$ cat src/hw/qpc_pkg.sv
// Package for the quadrature position counter control block.
// Assumes one 100 MHz clock and an APB slave port with 32-bit data.
package qpc_pkg;

   // ---------------------------------------------------------------
   // Register map (byte addresses)
   // ---------------------------------------------------------------
   localparam logic [7:0] QPC_ENCODER_CONTROL_OFS = 8'h00;
   localparam logic [7:0] QPC_INIT_VALUE_OFS = 8'h04;
   localparam logic [7:0] QPC_COMPARE_VALUE_OFS = 8'h08;
   localparam logic [7:0] QPC_POS_LOW_OFS = 8'h0C;
   localparam logic [7:0] QPC_POS_HIGH_OFS = 8'h10;
   localparam logic [7:0] QPC_MODULO_OFS = 8'h14;
   localparam logic [7:0] QPC_INPUT_CFG_OFS = 8'h18;
   localparam logic [7:0] QPC_STATUS_OFS = 8'h1C;

   // ---------------------------------------------------------------
   // Control register fields
   // ---------------------------------------------------------------
   localparam int QPC_ON_BIT = 15;
   localparam int QPC_IDLE_HALT_BIT = 13;
   localparam int QPC_PIMODE_LSB = 10;
   localparam int QPC_MATCH_B_BIT = 9;
   localparam int QPC_MATCH_A_BIT = 8;
   localparam int QPC_DIV_LSB = 4;
   localparam int QPC_CMODE_LSB = 0;
   localparam logic [15:0] QPC_CTRL_WMASK = 16'hBF7F;
   localparam logic [15:0] QPC_CTRL_RESET = 16'h0000;
   localparam logic [31:0] QPC_POS_RESET = 32'h0000_0000;
   localparam logic [31:0] QPC_MODULO_RESET = 32'hFFFF_FFFF;

   // ---------------------------------------------------------------
   // Modes
   // ---------------------------------------------------------------
   typedef enum logic [2:0] {
      QPC_PI_NONE = 3'b000,
      QPC_PI_CLEAR = 3'b001,
      QPC_PI_NEXT = 3'b010,
      QPC_PI_HOME1 = 3'b011,
      QPC_PI_HOME2 = 3'b100,
      QPC_PI_CMP = 3'b101,
      QPC_PI_MOD = 3'b110,
      QPC_PI_RSVD = 3'b111
   } qpc_pimode_e;

   typedef enum logic [1:0] {
      QPC_HS_IDLE = 2'b00,
      QPC_HS_ARMED = 2'b01,
      QPC_HS_ONE = 2'b10
   } qpc_home_e;

   // Control fields as decoded by the counter logic
   typedef struct packed {
      logic on;
      logic idle_halt;
      logic [2:0] pimode;
      logic match_b;
      logic match_a;
      logic [2:0] divider;
      logic [1:0] cmode;
      logic swap;
      logic inv_a;
      logic inv_b;
   } qpc_ctrl_s;

   // Encoder pins
   typedef struct packed {
      logic phase_a;
      logic phase_b;
      logic index;
      logic home;
   } qpc_pins_s;

endpackage

$ cat src/hw/qpc_sync.sv
// Two-stage synchroniser for a group of pin inputs.
// Assumes pins are asynchronous to clock.
`timescale 1ns/1ps
module qpc_sync #(
   parameter int WIDTH = 4
) (
   // Clock and reset
   input wire logic clock,
   input wire logic reset,
   // Data
   input wire logic [WIDTH-1:0] async_in,
   output logic [WIDTH-1:0] sync_out
);
   logic [WIDTH-1:0] meta_ff;

   // Only the second stage is read outside
   always_ff @(posedge clock) begin
      if (reset) begin
         meta_ff <= '0;
         sync_out <= '0;
      end else begin
         meta_ff <= async_in;
         sync_out <= meta_ff;
      end
   end
endmodule

$ cat src/hw/qpc_top.sv
// Quadrature position counter with control register, APB slave.
// Assumes encoder pins are asynchronous and idle_mode comes from the
// power controller on the same clock.
// Operation
// (RULE1) With counters_on clear all counters stop but registers stay accessible.
// (RULE2) With idle_halt set the block stops while the device is idle.
// (RULE3) Init mode 000 ignores index; mode 001 clears position on every index.
// (RULE4) Init mode 010 loads the init value on the next index event.
// (RULE5) Modes 011/100 load the init value on the 1st/2nd index after home.
// (RULE6) Mode 101 clears position when it equals the compare value.
// (RULE7) Mode 110 counts modulo; 111 is reserved and does nothing.
// (RULE8) Bit 9 sets the phase B level needed for an index match.
// (RULE9) Bit 8 sets the phase A level needed for an index match.
// (RULE10) Counter modes 10 and 11 make the counters timers and ignore init mode.
// (RULE11) Counter mode 00 clears position on index with matching phases.
// (RULE12) Matched phases are taken after swap and inversion.
// (RULE13) Software picks a timer rate at least twice the count rate.
// (RULE14) Phase and index inputs are synchronised before use.
`timescale 1ns/1ps
module qpc_top
   import qpc_pkg::*;
(
   // Clock and reset
   input wire logic clock,
   input wire logic reset,
   // APB
   input wire logic psel,
   input wire logic penable,
   input wire logic pwrite,
   input wire logic [7:0] paddr,
   input wire logic [31:0] pwdata,
   output logic [31:0] prdata,
   output logic pready,
   output logic pslverr,
   // Encoder and system
   input wire qpc_pkg::qpc_pins_s pins,
   input wire logic idle_mode,
   output logic [31:0] position_ff,
   output logic running_ff
);
   import qpc_pkg::*;

   logic [15:0] ctrl_ff;
   logic [2:0] incfg_ff;
   logic [31:0] init_ff, cmp_ff, mod_ff;
   qpc_ctrl_s cfg;
   qpc_pins_s pin_s;
   logic a_ff, b_ff, idx_ff, home_ff;
   logic ph_a, ph_b, idx_rise, home_rise, active;
   logic [1:0] hs_cnt_ff;
   qpc_home_e home_st_ff;
   logic load_pending_ff;
   logic [7:0] div_ff;
   logic tick;
   logic up, dn, step;
   logic wr, rd_ok, known;
   logic [31:0] nxt_pos;

   assign cfg = '{on: ctrl_ff[QPC_ON_BIT],
                  idle_halt: ctrl_ff[QPC_IDLE_HALT_BIT],
                  pimode: ctrl_ff[QPC_PIMODE_LSB +: 3],
                  match_b: ctrl_ff[QPC_MATCH_B_BIT],
                  match_a: ctrl_ff[QPC_MATCH_A_BIT],
                  divider: ctrl_ff[QPC_DIV_LSB +: 3],
                  cmode: ctrl_ff[QPC_CMODE_LSB +: 2],
                  swap: incfg_ff[0], inv_a: incfg_ff[1],
                  inv_b: incfg_ff[2]};

   // ---------------------------------------------------------------
   // Input synchronisation
   // ---------------------------------------------------------------
   qpc_sync #(.WIDTH(4)) u_sync ( // RULE14
      .clock(clock),
      .reset(reset),
      .async_in(pins),
      .sync_out(pin_s)
   );

   // Swap then invert, so index matching sees the conditioned phases
   assign ph_a = (cfg.swap ? pin_s.phase_b : pin_s.phase_a) ^ cfg.inv_a; // RULE12
   assign ph_b = (cfg.swap ? pin_s.phase_a : pin_s.phase_b) ^ cfg.inv_b; // RULE12
   assign active = cfg.on && !(cfg.idle_halt && idle_mode); // RULE1 RULE2

   always_ff @(posedge clock) begin
      if (reset) begin
         a_ff <= 1'b0;
         b_ff <= 1'b0;
         idx_ff <= 1'b0;
         home_ff <= 1'b0;
      end else begin
         a_ff <= ph_a;
         b_ff <= ph_b;
         idx_ff <= pin_s.index;
         home_ff <= pin_s.home;
      end
   end

   assign idx_rise = pin_s.index && !idx_ff;
   assign home_rise = pin_s.home && !home_ff;

   // Quadrature decode: x4, direction from the phase relation
   assign step = (ph_a ^ a_ff) ^ (ph_b ^ b_ff);
   assign up = step && (ph_a ^ b_ff);
   assign dn = step && !(ph_a ^ b_ff);

   // ---------------------------------------------------------------
   // Timer clock divider
   // ---------------------------------------------------------------
   always_ff @(posedge clock) begin
      if (reset || !active) begin
         div_ff <= 8'h00;
      end else if (div_ff >= ((8'h01 << cfg.divider) - 8'h01)) begin
         div_ff <= 8'h00;
      end else begin
         div_ff <= div_ff + 8'h01;
      end
   end
   assign tick = active &&
                 (div_ff >= ((8'h01 << cfg.divider) - 8'h01));

   // ---------------------------------------------------------------
   // Home tracking for the index-after-home modes
   // ---------------------------------------------------------------
   always_ff @(posedge clock) begin
      if (reset || !active) begin
         home_st_ff <= QPC_HS_IDLE;
      end else if (home_rise) begin
         home_st_ff <= QPC_HS_ARMED; // RULE5
      end else if (idx_rise) begin
         unique case (home_st_ff)
            QPC_HS_IDLE: home_st_ff <= QPC_HS_IDLE;
            QPC_HS_ARMED: home_st_ff <= (cfg.pimode == QPC_PI_HOME2) ?
                                        QPC_HS_ONE : QPC_HS_IDLE;
            QPC_HS_ONE: home_st_ff <= QPC_HS_IDLE;
            default: home_st_ff <= QPC_HS_IDLE;
         endcase
      end
   end

   // Mode 010 arms once per write of the control register
   always_ff @(posedge clock) begin
      if (reset) begin
         load_pending_ff <= 1'b0;
      end else if (wr && paddr == QPC_ENCODER_CONTROL_OFS) begin
         load_pending_ff <= 1'b1;
      end else if (active && idx_rise && cfg.pimode == QPC_PI_NEXT) begin
         load_pending_ff <= 1'b0; // RULE4
      end
   end

   // ---------------------------------------------------------------
   // Position counter
   // ---------------------------------------------------------------
   always_comb begin
      nxt_pos = position_ff;
      if (cfg.cmode[1]) begin
         if (tick) begin
            nxt_pos = position_ff + 32'h1; // RULE10
         end
      end else begin
         if (up) begin
            nxt_pos = (cfg.pimode == QPC_PI_MOD && position_ff == mod_ff) ?
                      32'h0 : position_ff + 32'h1; // RULE7
         end else if (dn) begin
            nxt_pos = (cfg.pimode == QPC_PI_MOD && position_ff == 32'h0) ?
                      mod_ff : position_ff - 32'h1; // RULE7
         end
         unique case (cfg.pimode)
            QPC_PI_CLEAR: if (idx_rise) nxt_pos = 32'h0; // RULE3
            QPC_PI_NEXT:
               if (idx_rise && load_pending_ff) nxt_pos = init_ff; // RULE4
            QPC_PI_HOME1:
               if (idx_rise && home_st_ff == QPC_HS_ARMED)
                  nxt_pos = init_ff; // RULE5
            QPC_PI_HOME2:
               if (idx_rise && home_st_ff == QPC_HS_ONE)
                  nxt_pos = init_ff; // RULE5
            QPC_PI_CMP:
               if (position_ff == cmp_ff) nxt_pos = 32'h0; // RULE6
            default: nxt_pos = nxt_pos; // RULE3 RULE7
         endcase
         if (cfg.cmode == 2'b00 && idx_rise && ph_a == cfg.match_a &&
             ph_b == cfg.match_b) begin // RULE8 RULE9
            nxt_pos = 32'h0; // RULE11
         end
      end
   end

   always_ff @(posedge clock) begin
      if (reset) begin
         position_ff <= QPC_POS_RESET;
      end else if (wr && paddr == QPC_POS_LOW_OFS) begin
         position_ff <= {position_ff[31:16], pwdata[15:0]};
      end else if (wr && paddr == QPC_POS_HIGH_OFS) begin
         position_ff <= {pwdata[15:0], position_ff[15:0]};
      end else if (active) begin // RULE1 RULE2
         position_ff <= nxt_pos;
      end
   end

   always_ff @(posedge clock) begin
      if (reset) begin
         running_ff <= 1'b0;
      end else begin
         running_ff <= active;
      end
   end

   // ---------------------------------------------------------------
   // APB slave, zero wait states
   // ---------------------------------------------------------------
   assign wr = psel && penable && pwrite && known;
   assign rd_ok = psel && !penable && !pwrite;
   assign known = paddr inside {QPC_ENCODER_CONTROL_OFS, QPC_INIT_VALUE_OFS,
      QPC_COMPARE_VALUE_OFS, QPC_POS_LOW_OFS, QPC_POS_HIGH_OFS,
      QPC_MODULO_OFS, QPC_INPUT_CFG_OFS, QPC_STATUS_OFS};

   always_ff @(posedge clock) begin
      if (reset) begin
         ctrl_ff <= QPC_CTRL_RESET;
         incfg_ff <= 3'h0;
         init_ff <= QPC_POS_RESET;
         cmp_ff <= QPC_POS_RESET;
         mod_ff <= QPC_MODULO_RESET;
      end else if (wr) begin // RULE1
         unique case (paddr)
            QPC_ENCODER_CONTROL_OFS: ctrl_ff <= pwdata[15:0] & QPC_CTRL_WMASK;
            QPC_INIT_VALUE_OFS: init_ff <= pwdata;
            QPC_COMPARE_VALUE_OFS: cmp_ff <= pwdata;
            QPC_MODULO_OFS: mod_ff <= pwdata;
            QPC_INPUT_CFG_OFS: incfg_ff <= pwdata[2:0];
            default: ctrl_ff <= ctrl_ff;
         endcase
      end
   end

   always_ff @(posedge clock) begin
      if (reset) begin
         prdata <= 32'h0;
         pready <= 1'b0;
         pslverr <= 1'b0;
      end else begin
         pready <= psel && !penable;
         pslverr <= psel && !penable && !known;
         if (rd_ok) begin
            unique case (paddr)
               QPC_ENCODER_CONTROL_OFS: prdata <= {16'h0, ctrl_ff};
               QPC_INIT_VALUE_OFS: prdata <= init_ff;
               QPC_COMPARE_VALUE_OFS: prdata <= cmp_ff;
               QPC_POS_LOW_OFS: prdata <= {16'h0, position_ff[15:0]};
               QPC_POS_HIGH_OFS: prdata <= {16'h0, position_ff[31:16]};
               QPC_MODULO_OFS: prdata <= mod_ff;
               QPC_INPUT_CFG_OFS: prdata <= {29'h0, incfg_ff};
               QPC_STATUS_OFS: prdata <= {25'h0, home_st_ff, load_pending_ff,
                  pin_s.home, pin_s.index, pin_s.phase_b, pin_s.phase_a};
               default: prdata <= 32'h0;
            endcase
         end
      end
   end

   // ---------------------------------------------------------------
   // Checks
   // ---------------------------------------------------------------
   a_stop_hold: assert property (@(posedge clock) disable iff (reset) // RULE1
      !cfg.on && !$past(wr) ##1 !$past(wr) |-> $stable(position_ff))
      else $error("position moved while counters off");
   a_idle_hold: assert property (@(posedge clock) disable iff (reset) // RULE2
      (cfg.on && cfg.idle_halt && idle_mode && !wr) |=> $stable(position_ff)
      || $past(wr))
      else $error("position moved while idle halted");
   a_idx_clear: assert property (@(posedge clock) disable iff (reset) // RULE3
      (active && !wr && cfg.cmode == 2'b01 && cfg.pimode == QPC_PI_CLEAR &&
      idx_rise) |=> position_ff == 32'h0)
      else $error("index did not clear position");
   a_next_load: assert property (@(posedge clock) disable iff (reset) // RULE4
      (active && !wr && cfg.cmode == 2'b01 && cfg.pimode == QPC_PI_NEXT &&
      idx_rise && load_pending_ff) |=> position_ff == $past(init_ff))
      else $error("next index did not load init value");
   a_home_load: assert property (@(posedge clock) disable iff (reset) // RULE5
      (active && !wr && cfg.cmode == 2'b01 && cfg.pimode == QPC_PI_HOME1 &&
      idx_rise && home_st_ff == QPC_HS_ARMED) |=>
      position_ff == $past(init_ff))
      else $error("index after home did not load");
   a_home2_load: assert property (@(posedge clock) disable iff (reset) // RULE5
      (active && !wr && cfg.cmode == 2'b01 && cfg.pimode == QPC_PI_HOME2 &&
      idx_rise && home_st_ff == QPC_HS_ONE) |=>
      position_ff == $past(init_ff))
      else $error("second index after home did not load");
   a_cmp_clear: assert property (@(posedge clock) disable iff (reset) // RULE6
      (active && !wr && cfg.cmode == 2'b01 && cfg.pimode == QPC_PI_CMP &&
      !idx_rise && position_ff == cmp_ff) |=> position_ff == 32'h0)
      else $error("compare match did not clear");
   a_mod_wrap: assert property (@(posedge clock) disable iff (reset) // RULE7
      (active && !wr && cfg.cmode == 2'b01 && cfg.pimode == QPC_PI_MOD &&
      up && position_ff == mod_ff) |=> position_ff == 32'h0)
      else $error("modulo count did not wrap");
   a_match_clr: assert property (@(posedge clock) disable iff (reset) // RULE11
      (active && !wr && cfg.cmode == 2'b00 && idx_rise &&
      ph_a == cfg.match_a && ph_b == cfg.match_b) |=>
      position_ff == 32'h0)
      else $error("index match did not clear");
   a_timer_mode: assert property (@(posedge clock) // RULE10
      disable iff (reset) (active && !wr && cfg.cmode[1] && !tick) |=>
      $stable(position_ff))
      else $error("timer moved without tick");
endmodule

$ cat config.mk
export PLATFORM = sky130hd
export DESIGN_NAME = qpc_top
export DESIGN_NICKNAME = d
export VERILOG_FILES = /design/src/hw/qpc_pkg.sv /design/src/hw/qpc_sync.sv /design/src/hw/qpc_top.sv
export SDC_FILE = /design/constraint.sdc
export NUM_CORES = 1
export LEC_CHECK = 0
export ABC_AREA = 1
export ABC_CLOCK_PERIOD_IN_PS = 5300
export BUFFER_PORTS_ARGS = -buffer_cell sky130_fd_sc_hd__buf_4
export CAP_MARGIN = 25
export CORE_UTILIZATION = 35
export CTS_CLUSTER_DIAMETER = 50
export DETAILED_ROUTE_END_ITERATION = 8
export HOLD_SLACK_MARGIN = 0.15
export PLACE_DENSITY = 0.61
export SLEW_MARGIN = 0
export SYNTH_ARGS = -nofsm -noshare
export SYNTH_HDL_FRONTEND = slang
export SYNTH_SLANG_ARGS = --single-unit
$ cat constraint.sdc
create_clock -name clock -period 5.3 [get_ports clock]
set_input_delay 0 -clock clock [delete_from_list [all_inputs] [get_ports clock]]
set_output_delay 0 -clock clock [all_outputs]
set_load 0.01 [all_outputs]
# [Yosys cells after proc, flatten, opt, wreduce, memory -nomap -nowiden]
# Cells that the tools add are included.
[totals] register_bits=203 latch_bits=0 ram_bits=0 mem_bits_ro=0 out_inout_bits=67 word_cells=133 memories=0
[op_classes] n_addsub=4 mul=0 div=0 n_lt_le_gt_ge=1 eq_ne=22 shift=1 mux=25 n_bitwise=7 reduce_logical=52
[ops] op="$mux 32" n=14
[ops] op="$pmux 32 s8" n=1
[ops] op="$pmux 32 s5" n=1
[ops] op="$eq 32x32->1" n=2
[ops] op="$add 32x1->32 const B" n=1
[ops] op="$eq 8x5->1 const B" n=4
[ops] op="$logic_not 32->1" n=1
[ops] op="$sub 32x1->32 const B" n=1
[ops] op="$logic_and 1x1->1" n=26
[ops] op="$eq 8x4->1 const B" n=2
[ops] op="$mux 16" n=1
[ops] op="$reduce_and 2->1" n=5
[ops] op="$eq 3x3->1 const B" n=3
[ops] op="$add 8x1->8 const B" n=1
[ops] op="$eq 8x3->1 const B" n=1
[ops] op="$ge 8x8->1" n=1
[ops] op="$logic_not 1->1" n=8
[ops] op="$logic_not 8->1" n=1
[ops] op="$reduce_bool 2->1" n=4
[ops] op="$reduce_bool 8->1" n=1
[ops] op="$shl 1x3->8 const A" n=1
[ops] op="$sub 8x1->8 const B" n=1
[ops] op="$eq 3x2->1 const B" n=2
[ops] op="$mux 1" n=6
[ops] op="other kinds (13)" n=23

# [Depth between registers and ports, before layout]
[depth] depth_word=14 depth_mapped=20 depth_no_buf=19

# [By module]
# From an unflattened synthesis, not the netlist that was laid out.
[hier_totals] cells_unflattened=2216 area_unflattened_um2=13560.5
[modules_own_cells] mod="qpc_top" n_inst=1 cells_per_inst=2191 area_each_um2=13329.0 seq_area_each_um2=3903.7
[modules_own_cells] mod="qpc_sync" n_inst=1 cells_per_inst=25 area_each_um2=231.5 seq_area_each_um2=160.2

# [Worst setup path after synthesis]
# Ideal clock, no wire load.
[synth_path] path_kind="register to register" start="register ctrl_ff[4]" end="register position_ff[23]" setup_ns=0.131 arrival_time_ns=2.560 required_ns=5.169 path_slack_ns=2.609 stages_incl_launch_ff=19 n_path_buf=2 period_less_slack_ns=2.691 path_cell_list="dfxtp_1 -> nor2_1 -> nand2_1 -> ha_1 -> nor4_1 -> a31oi_1 -> ha_1 -> nand2_1 -> nor2_1 -> nand4_1 -> o2111ai_1 -> or2_2 -> nand2_1 -> a21oi_2 -> inv_2 -> buf_6 -> buf_2 -> nand2_1 -> a21oi_2"
[synth_via] elab_chain_len=6
[synth_lines] element="start: declaration" line_no="qpc_top.sv:43" source="logic [15:0] ctrl_ff;"
[synth_lines] element="start signal: assignment" line_no="qpc_top.sv:227" source="QPC_ENCODER_CONTROL_OFS: ctrl_ff <= pwdata[15:0] & QPC_CTRL_WMASK;"
[synth_lines] element="start signal: assignment" line_no="qpc_top.sv:232" source="default: ctrl_ff <= ctrl_ff;"
[synth_lines] element="$shl 1x3->8" line_no="qpc_top.sv:119" source="(div_ff >= ((8'h01 << cfg.divider) - 8'h01));"
[synth_lines] element="$sub 8x1->8" line_no="qpc_top.sv:119"
[synth_lines] element="$ge 8x8->1" line_no="qpc_top.sv:119"
[synth_lines] element="$logic_and 1x1->1" line_no="qpc_top.sv:118" source="assign tick = active &&"
[synth_lines] element="$ne 3x1->1 (no line)"
[synth_lines] element="$reduce_and 3->1 (no line)"
[synth_lines] element="end signal: assignment" line_no="qpc_top.sv:193" source="position_ff <= {position_ff[31:16], pwdata[15:0]};"
[synth_lines] element="end signal: assignment" line_no="qpc_top.sv:195" source="position_ff <= {pwdata[15:0], position_ff[15:0]};"
[synth_lines] element="end signal: assignment" line_no="qpc_top.sv:197" source="position_ff <= nxt_pos;"
[synth_lines] element="end: declaration" line_no="qpc_top.sv:38" source="output logic [31:0] position_ff,"
# No other way between the ends.
# A chain may end at the register's enable or synchronous reset.

# [Final worst setup path]
[layout_path] start="register position_ff[28]" end="register position_ff[7]"
[layout_via] elab_chain_len=12 word_cells_on_any_way=20
[layout_lines] element="$logic_not 32->1" line_no="qpc_top.sv:165" source="nxt_pos = (cfg.pimode == QPC_PI_MOD && position_ff == 32'h0) ?"
[layout_lines] element="$logic_and 1x1->1" line_no="qpc_top.sv:165"
[layout_lines] element="$mux 32" line_no="qpc_top.sv:165"
[layout_lines] element="$mux 32" line_no="qpc_top.sv:164" source="end else if (dn) begin"
[layout_lines] element="$mux 32" line_no="qpc_top.sv:161" source="if (up) begin"
[layout_lines] element="$mux 32, on equally long branches"
[layout_lines] element="$pmux 32 s5 *" line_no="qpc_top.sv:168" source="unique case (cfg.pimode)"
[layout_lines] element="$mux 32 *" line_no="qpc_top.sv:182" source="if (cfg.cmode == 2'b00 && idx_rise && ph_a == cfg.match_a &&"
[layout_lines] element="$mux 32 *" line_no="qpc_top.sv:156" source="if (cfg.cmode[1]) begin"
[layout_lines] element="$mux 32 *" line_no="qpc_top.sv:196" source="end else if (active) begin"
[layout_lines] element="$mux 32 *" line_no="qpc_top.sv:194" source="end else if (wr && paddr == QPC_POS_HIGH_OFS) begin"
[layout_lines] element="$mux 16 *" line_no="qpc_top.sv:192" source="end else if (wr && paddr == QPC_POS_LOW_OFS) begin"
# Mark *: on every way between the ends. The rest lies on a longest branch, timed or not. The select of a mux whose other input is x is not followed.

==> run_results.csv <==
group,metric,value,unit
worst_setup_path,critical_path.startpoint,"position_ff[28]$_SDFFE_PP0P_",
placed_design,postPlaceCellArea,15100,um2
synth,synth-main-ff-cell,"sky130_fd_sc_hd__dfxtp_1",
clock_network,ctsLongestPathBuffers,3,
drt,vias_per_cell,5.53,
final_layout,drive_gt1_frac,0.118,
worst_setup_path,rr_worst_depth,15,
placed_design,post-place-cells,2819,
synth,synth_most_common_cell,"sky130_fd_sc_hd__nand2_1",
synth,netlist_instances,2278,
global_routing,grt_max_degree,115,
sta,worst_setup_skew_after_layout,0.0382,ns
power_and_ir_drop,vdd_ir_drop_max,0.202,mV
synth,synthDistinctLibCells,50,
drt,drc,0,
placed_design,i_o_buffers,116,
power_and_ir_drop,intPower,0.00278,W
clock_network,h_tree_lvl_count,1,
synth,synth.top_cells.by_area,"sky130_fd_sc_hd__dfxtp_1 (29%), sky130_fd_sc_hd__nand2_1 (18%), sky130_fd_sc_hd__nor2_1 (7.4%), sky130_fd_sc_hd__nand3_1 (6.3%), sky130_fd_sc_hd__inv_1 (4.9%)",
drt,avgRoutedWirePerCell,22.2,um
synth,yosysSeqAreaShare,0.287,
global_routing,grt-ovfl-total,0,
floorplan,die_span_in_x,203,um
global_routing,grt_util_all_layers,0.308,
final_layout,areaGrowthSynthToFinish,17.1,%
placed_design,dp_hpwl,47.5,mm
final_layout,antenna_cells_inserted,0,
power_and_ir_drop,pwr_density_cell,225,nW/um2
final_layout,post-route-util,0.416,
power_and_ir_drop,pwr-share-seq,0.411,
drt,num_vias,16200,
synth,asyncSetResetFlopFracSynth,0,
power_and_ir_drop,total_switching_power,0.000947,W
synth,postSynthRegisterBits,203,
sta,setup_repair_after_global_routing_missed_its_margin,"no",
power_and_ir_drop,power_frac_clock,0.522,
sta,setup_viol,0,
synth,yosysWarnings,0,
power_and_ir_drop,leakagePower,7.47,nW
synth,synth.cell_area,14100,um2
synth,synth.top_cell.area_share,0.287,
final_layout,post-route-cell-area,16600,um2
worst_setup_path,critPathCaptureType,"flop",
worst_setup_path,critPathMaxFanout,10,
sta,fin_setup_tns,0,ns
floorplan,num_io_pins,117,
clock_network,clockRootBuffer,"sky130_fd_sc_hd__clkbuf_16",
sta,maxClockFrequency,0.261,GHz
clock_network,numClockSinks,203,
drt,met3RoutedLength,6.83,mm
power_and_ir_drop,finalPower,0.00373,W
sta,worst-slew-pin-transition,1.14,ns
global_routing,first_global_vias,14600,
power_and_ir_drop,switching_share,0.254,
worst_setup_path,critPathRequiredTime,5.80,ns
global_routing,grt_pass1_wl,95.4,mm
clock_network,worst_skew_pair.late_latency,0.58,ns
floorplan,rows,73,
clock_network,cts.clk_slew.worst_paths,0.07,ns
sta,finalCritPeriodShare,0.722,
final_layout,fillers,4368,
floorplan,die_area,41200,um2
flow_run,maxcap_violations,0,
worst_setup_path,worst_setup_path_start_kind,"flop",
sta,max_slew_margin,0.242,
drt,drtIter0Drc,2135,
floorplan,initial_core_util,0.355,
clock_network,tritoncts.num_buffers,28,
synth,postSynthNetCount,2340,
worst_setup_path,crit_path_category,"reg -> reg",
final_layout,final_nets,2439,
worst_setup_path,worstSetupEndpoint,"position_ff[7]$_SDFFE_PP0P_",
worst_setup_path,worst_r2r_startpoint,"position_ff[28]$_SDFFE_PP0P_",
global_routing,antenna_found_initial,1,
synth,average_cell_area_after_synthesis,6.21,um2
synth,synth_edf_count,0,
floorplan,placeable_core_area,39800,um2
final_layout,cell_count_final_fillers_out,2922,
run_status,status,"finished clean",
hold_path,hold_path.class,"in -> reg",
sta,final_hold_violations,0,
synth,synth_top_cell_by_area,"sky130_fd_sc_hd__dfxtp_1",
final_layout,register_area,4060,um2
placed_design,finalWeightedCongestion,0.994,
drt,uppermost_routed_layer,"met4",
worst_setup_path,critPathArrivalTime,4.32,ns
drt,drt_pre_antenna_iters,8,
final_layout,multiInputGateArea,8460,um2
drt,detail_route.wirelength,64.8,mm
sta,finalWorstPathRequiredPeriod,3.83,ns
worst_setup_path,timing.reg2reg.setup_slack,1.47,ns
synth,synth.cells.most_frequent,"sky130_fd_sc_hd__nand2_1 (696), sky130_fd_sc_hd__nor2_1 (279), sky130_fd_sc_hd__dfxtp_1 (203), sky130_fd_sc_hd__inv_1 (185), sky130_fd_sc_hd__nand3_1 (178)",
drt,route.antenna.remaining_nets,0,
worst_setup_path,critical_path.reg2reg.endpoint,"position_ff[7]$_SDFFE_PP0P_",
drt,wl_met1,28.4,mm
floorplan,die_height,203,um
power_and_ir_drop,power.share.combinational,0.066,
clock_network,cts_tree,"yes",
drt,wl_met2,26.7,mm
sta,drv_slew,0,
[power groups by stage]
stage,Clock [W],Sequential (W),Combinational [W]
floorplan,0,0.00157,0.000122
global placement,0,0.00157,0.000207
detailed placement,0,0.00157,0.000207
CTS,0.00196,0.00153,0.000237
global route,0.00202,0.00153,0.000265
finish,0.00195,0.00153,0.000247
[cells in the final DEF (no fill, tap or decap), types with 7 or more instances in the layout]
cell type	Yosys	final
sky130_fd_sc_hd__a21oi_1	137	137
sky130_fd_sc_hd__buf_4	18	146
sky130_fd_sc_hd__clkbuf_16	0	28
sky130_fd_sc_hd__dfxtp_1	203	203
sky130_fd_sc_hd__dlygate4sd3_1	1	51
sky130_fd_sc_hd__ha_1	12	12
sky130_fd_sc_hd__inv_1	185	184
sky130_fd_sc_hd__inv_2	16	17
sky130_fd_sc_hd__nand2_1	696	696
sky130_fd_sc_hd__nand2_2	13	13
sky130_fd_sc_hd__nand2_4	7	7
sky130_fd_sc_hd__nand3_1	178	178
sky130_fd_sc_hd__nand3b_1	7	7
sky130_fd_sc_hd__nand4_1	21	21
sky130_fd_sc_hd__nor2_1	279	276
sky130_fd_sc_hd__nor2_2	15	17
sky130_fd_sc_hd__nor2_4	13	14
sky130_fd_sc_hd__nor3_1	22	22
sky130_fd_sc_hd__o211ai_1	32	32
sky130_fd_sc_hd__o21ai_0	131	131
sky130_fd_sc_hd__o21ai_1	7	7
sky130_fd_sc_hd__o221ai_1	11	11
sky130_fd_sc_hd__o22ai_1	21	21
sky130_fd_sc_hd__xnor2_1	49	49
sky130_fd_sc_hd__xor2_1	41	41
[final cells by class]
class                      instances  area share
multi-input combinational       1738       0.511
clock buffer                      36      0.0477
timing repair buffer             199      0.0998
tap                              525      0.0396
inverter                         207      0.0472
clock inverter                    14     0.00982
sequential                       203       0.245
[worst min path at each step]
stage,depth (start not counted),start,slack [ns],end
after floorplan,2,pins[0],0.11,u_sync.meta_ff[0]$_SDFF_PP0_
after global placement,3,pins[1],0.21,u_sync.meta_ff[1]$_SDFF_PP0_
after detailed placement,3,pins[1],0.21,u_sync.meta_ff[1]$_SDFF_PP0_
after CTS,4,pwdata[0],0.17,mod_ff[0]$_SDFFE_PP1P_
after global routing,4,pwdata[0],0.20,mod_ff[0]$_SDFFE_PP1P_
final,4,pwdata[0],0.18,mod_ff[0]$_SDFFE_PP1P_
[state kept, by name, indices dropped and copies added, names as in the netlist, 2 cells and up]
register         count
div_ff               8
ctrl_ff             14
init_ff             32
prdata              32
u_sync.meta_ff       4
u_sync.sync_out      4
mod_ff              32
incfg_ff             3
cmp_ff              32
position_ff         32
home_st_ff           2
[cells by family after synthesis]
logic type / Yosys count / synth area share
and+or+nand+nor: 1278 / 0.388
buffers and inverters: 337 / 0.116
xor gates and xnor gates: 90 / 0.0557
AOI/OAI and AO/OA: 357 / 0.141
other: 1 / 0.000265
DFF: 203 / 0.287
adders and majority gates: 12 / 0.0106
[critical path: stages, from the launching register on]
cell	delay (ns)
sky130_fd_sc_hd__dfxtp_1	0.52
sky130_fd_sc_hd__inv_1	0.42
sky130_fd_sc_hd__nand2_1	0.34
sky130_fd_sc_hd__nor3_1	0.81
sky130_fd_sc_hd__nand3_1	0.21
sky130_fd_sc_hd__nor2_2	0.55
sky130_fd_sc_hd__nand2_1	0.21
sky130_fd_sc_hd__nand3_1	0.14
sky130_fd_sc_hd__nand2_1	0.05
sky130_fd_sc_hd__nand2_1	0.06
sky130_fd_sc_hd__nand2_1	0.05
sky130_fd_sc_hd__nand2_1	0.06
sky130_fd_sc_hd__nand2_1	0.05
sky130_fd_sc_hd__nand2_1	0.08
sky130_fd_sc_hd__nand3_1	0.07
sky130_fd_sc_hd__a21oi_1	0.14
[what timing repair did]
action                    4_1_cts  5_1_grt
hold endpoints to repair      195        0
buffers inserted                0        0
gates resized for setup         0        0
hold buffers                   51        0
[per-stage QoR]
step                hold slack, ns  setup slack [ns]
floorplan                    0.107              2.61
global placement             0.208              1.53
detailed placement           0.207              1.65
CTS                          0.173              1.65
global route                 0.199              1.36
finish                       0.178              1.47
[routing by layer]
layer	vias up	global-route usage
li1	7516	-
met1	7472	0.443
met2	1010	0.449
met3	155	0.0522
met4	0	0.131
met5	-	0
Power figures use the tool's default switching activity.
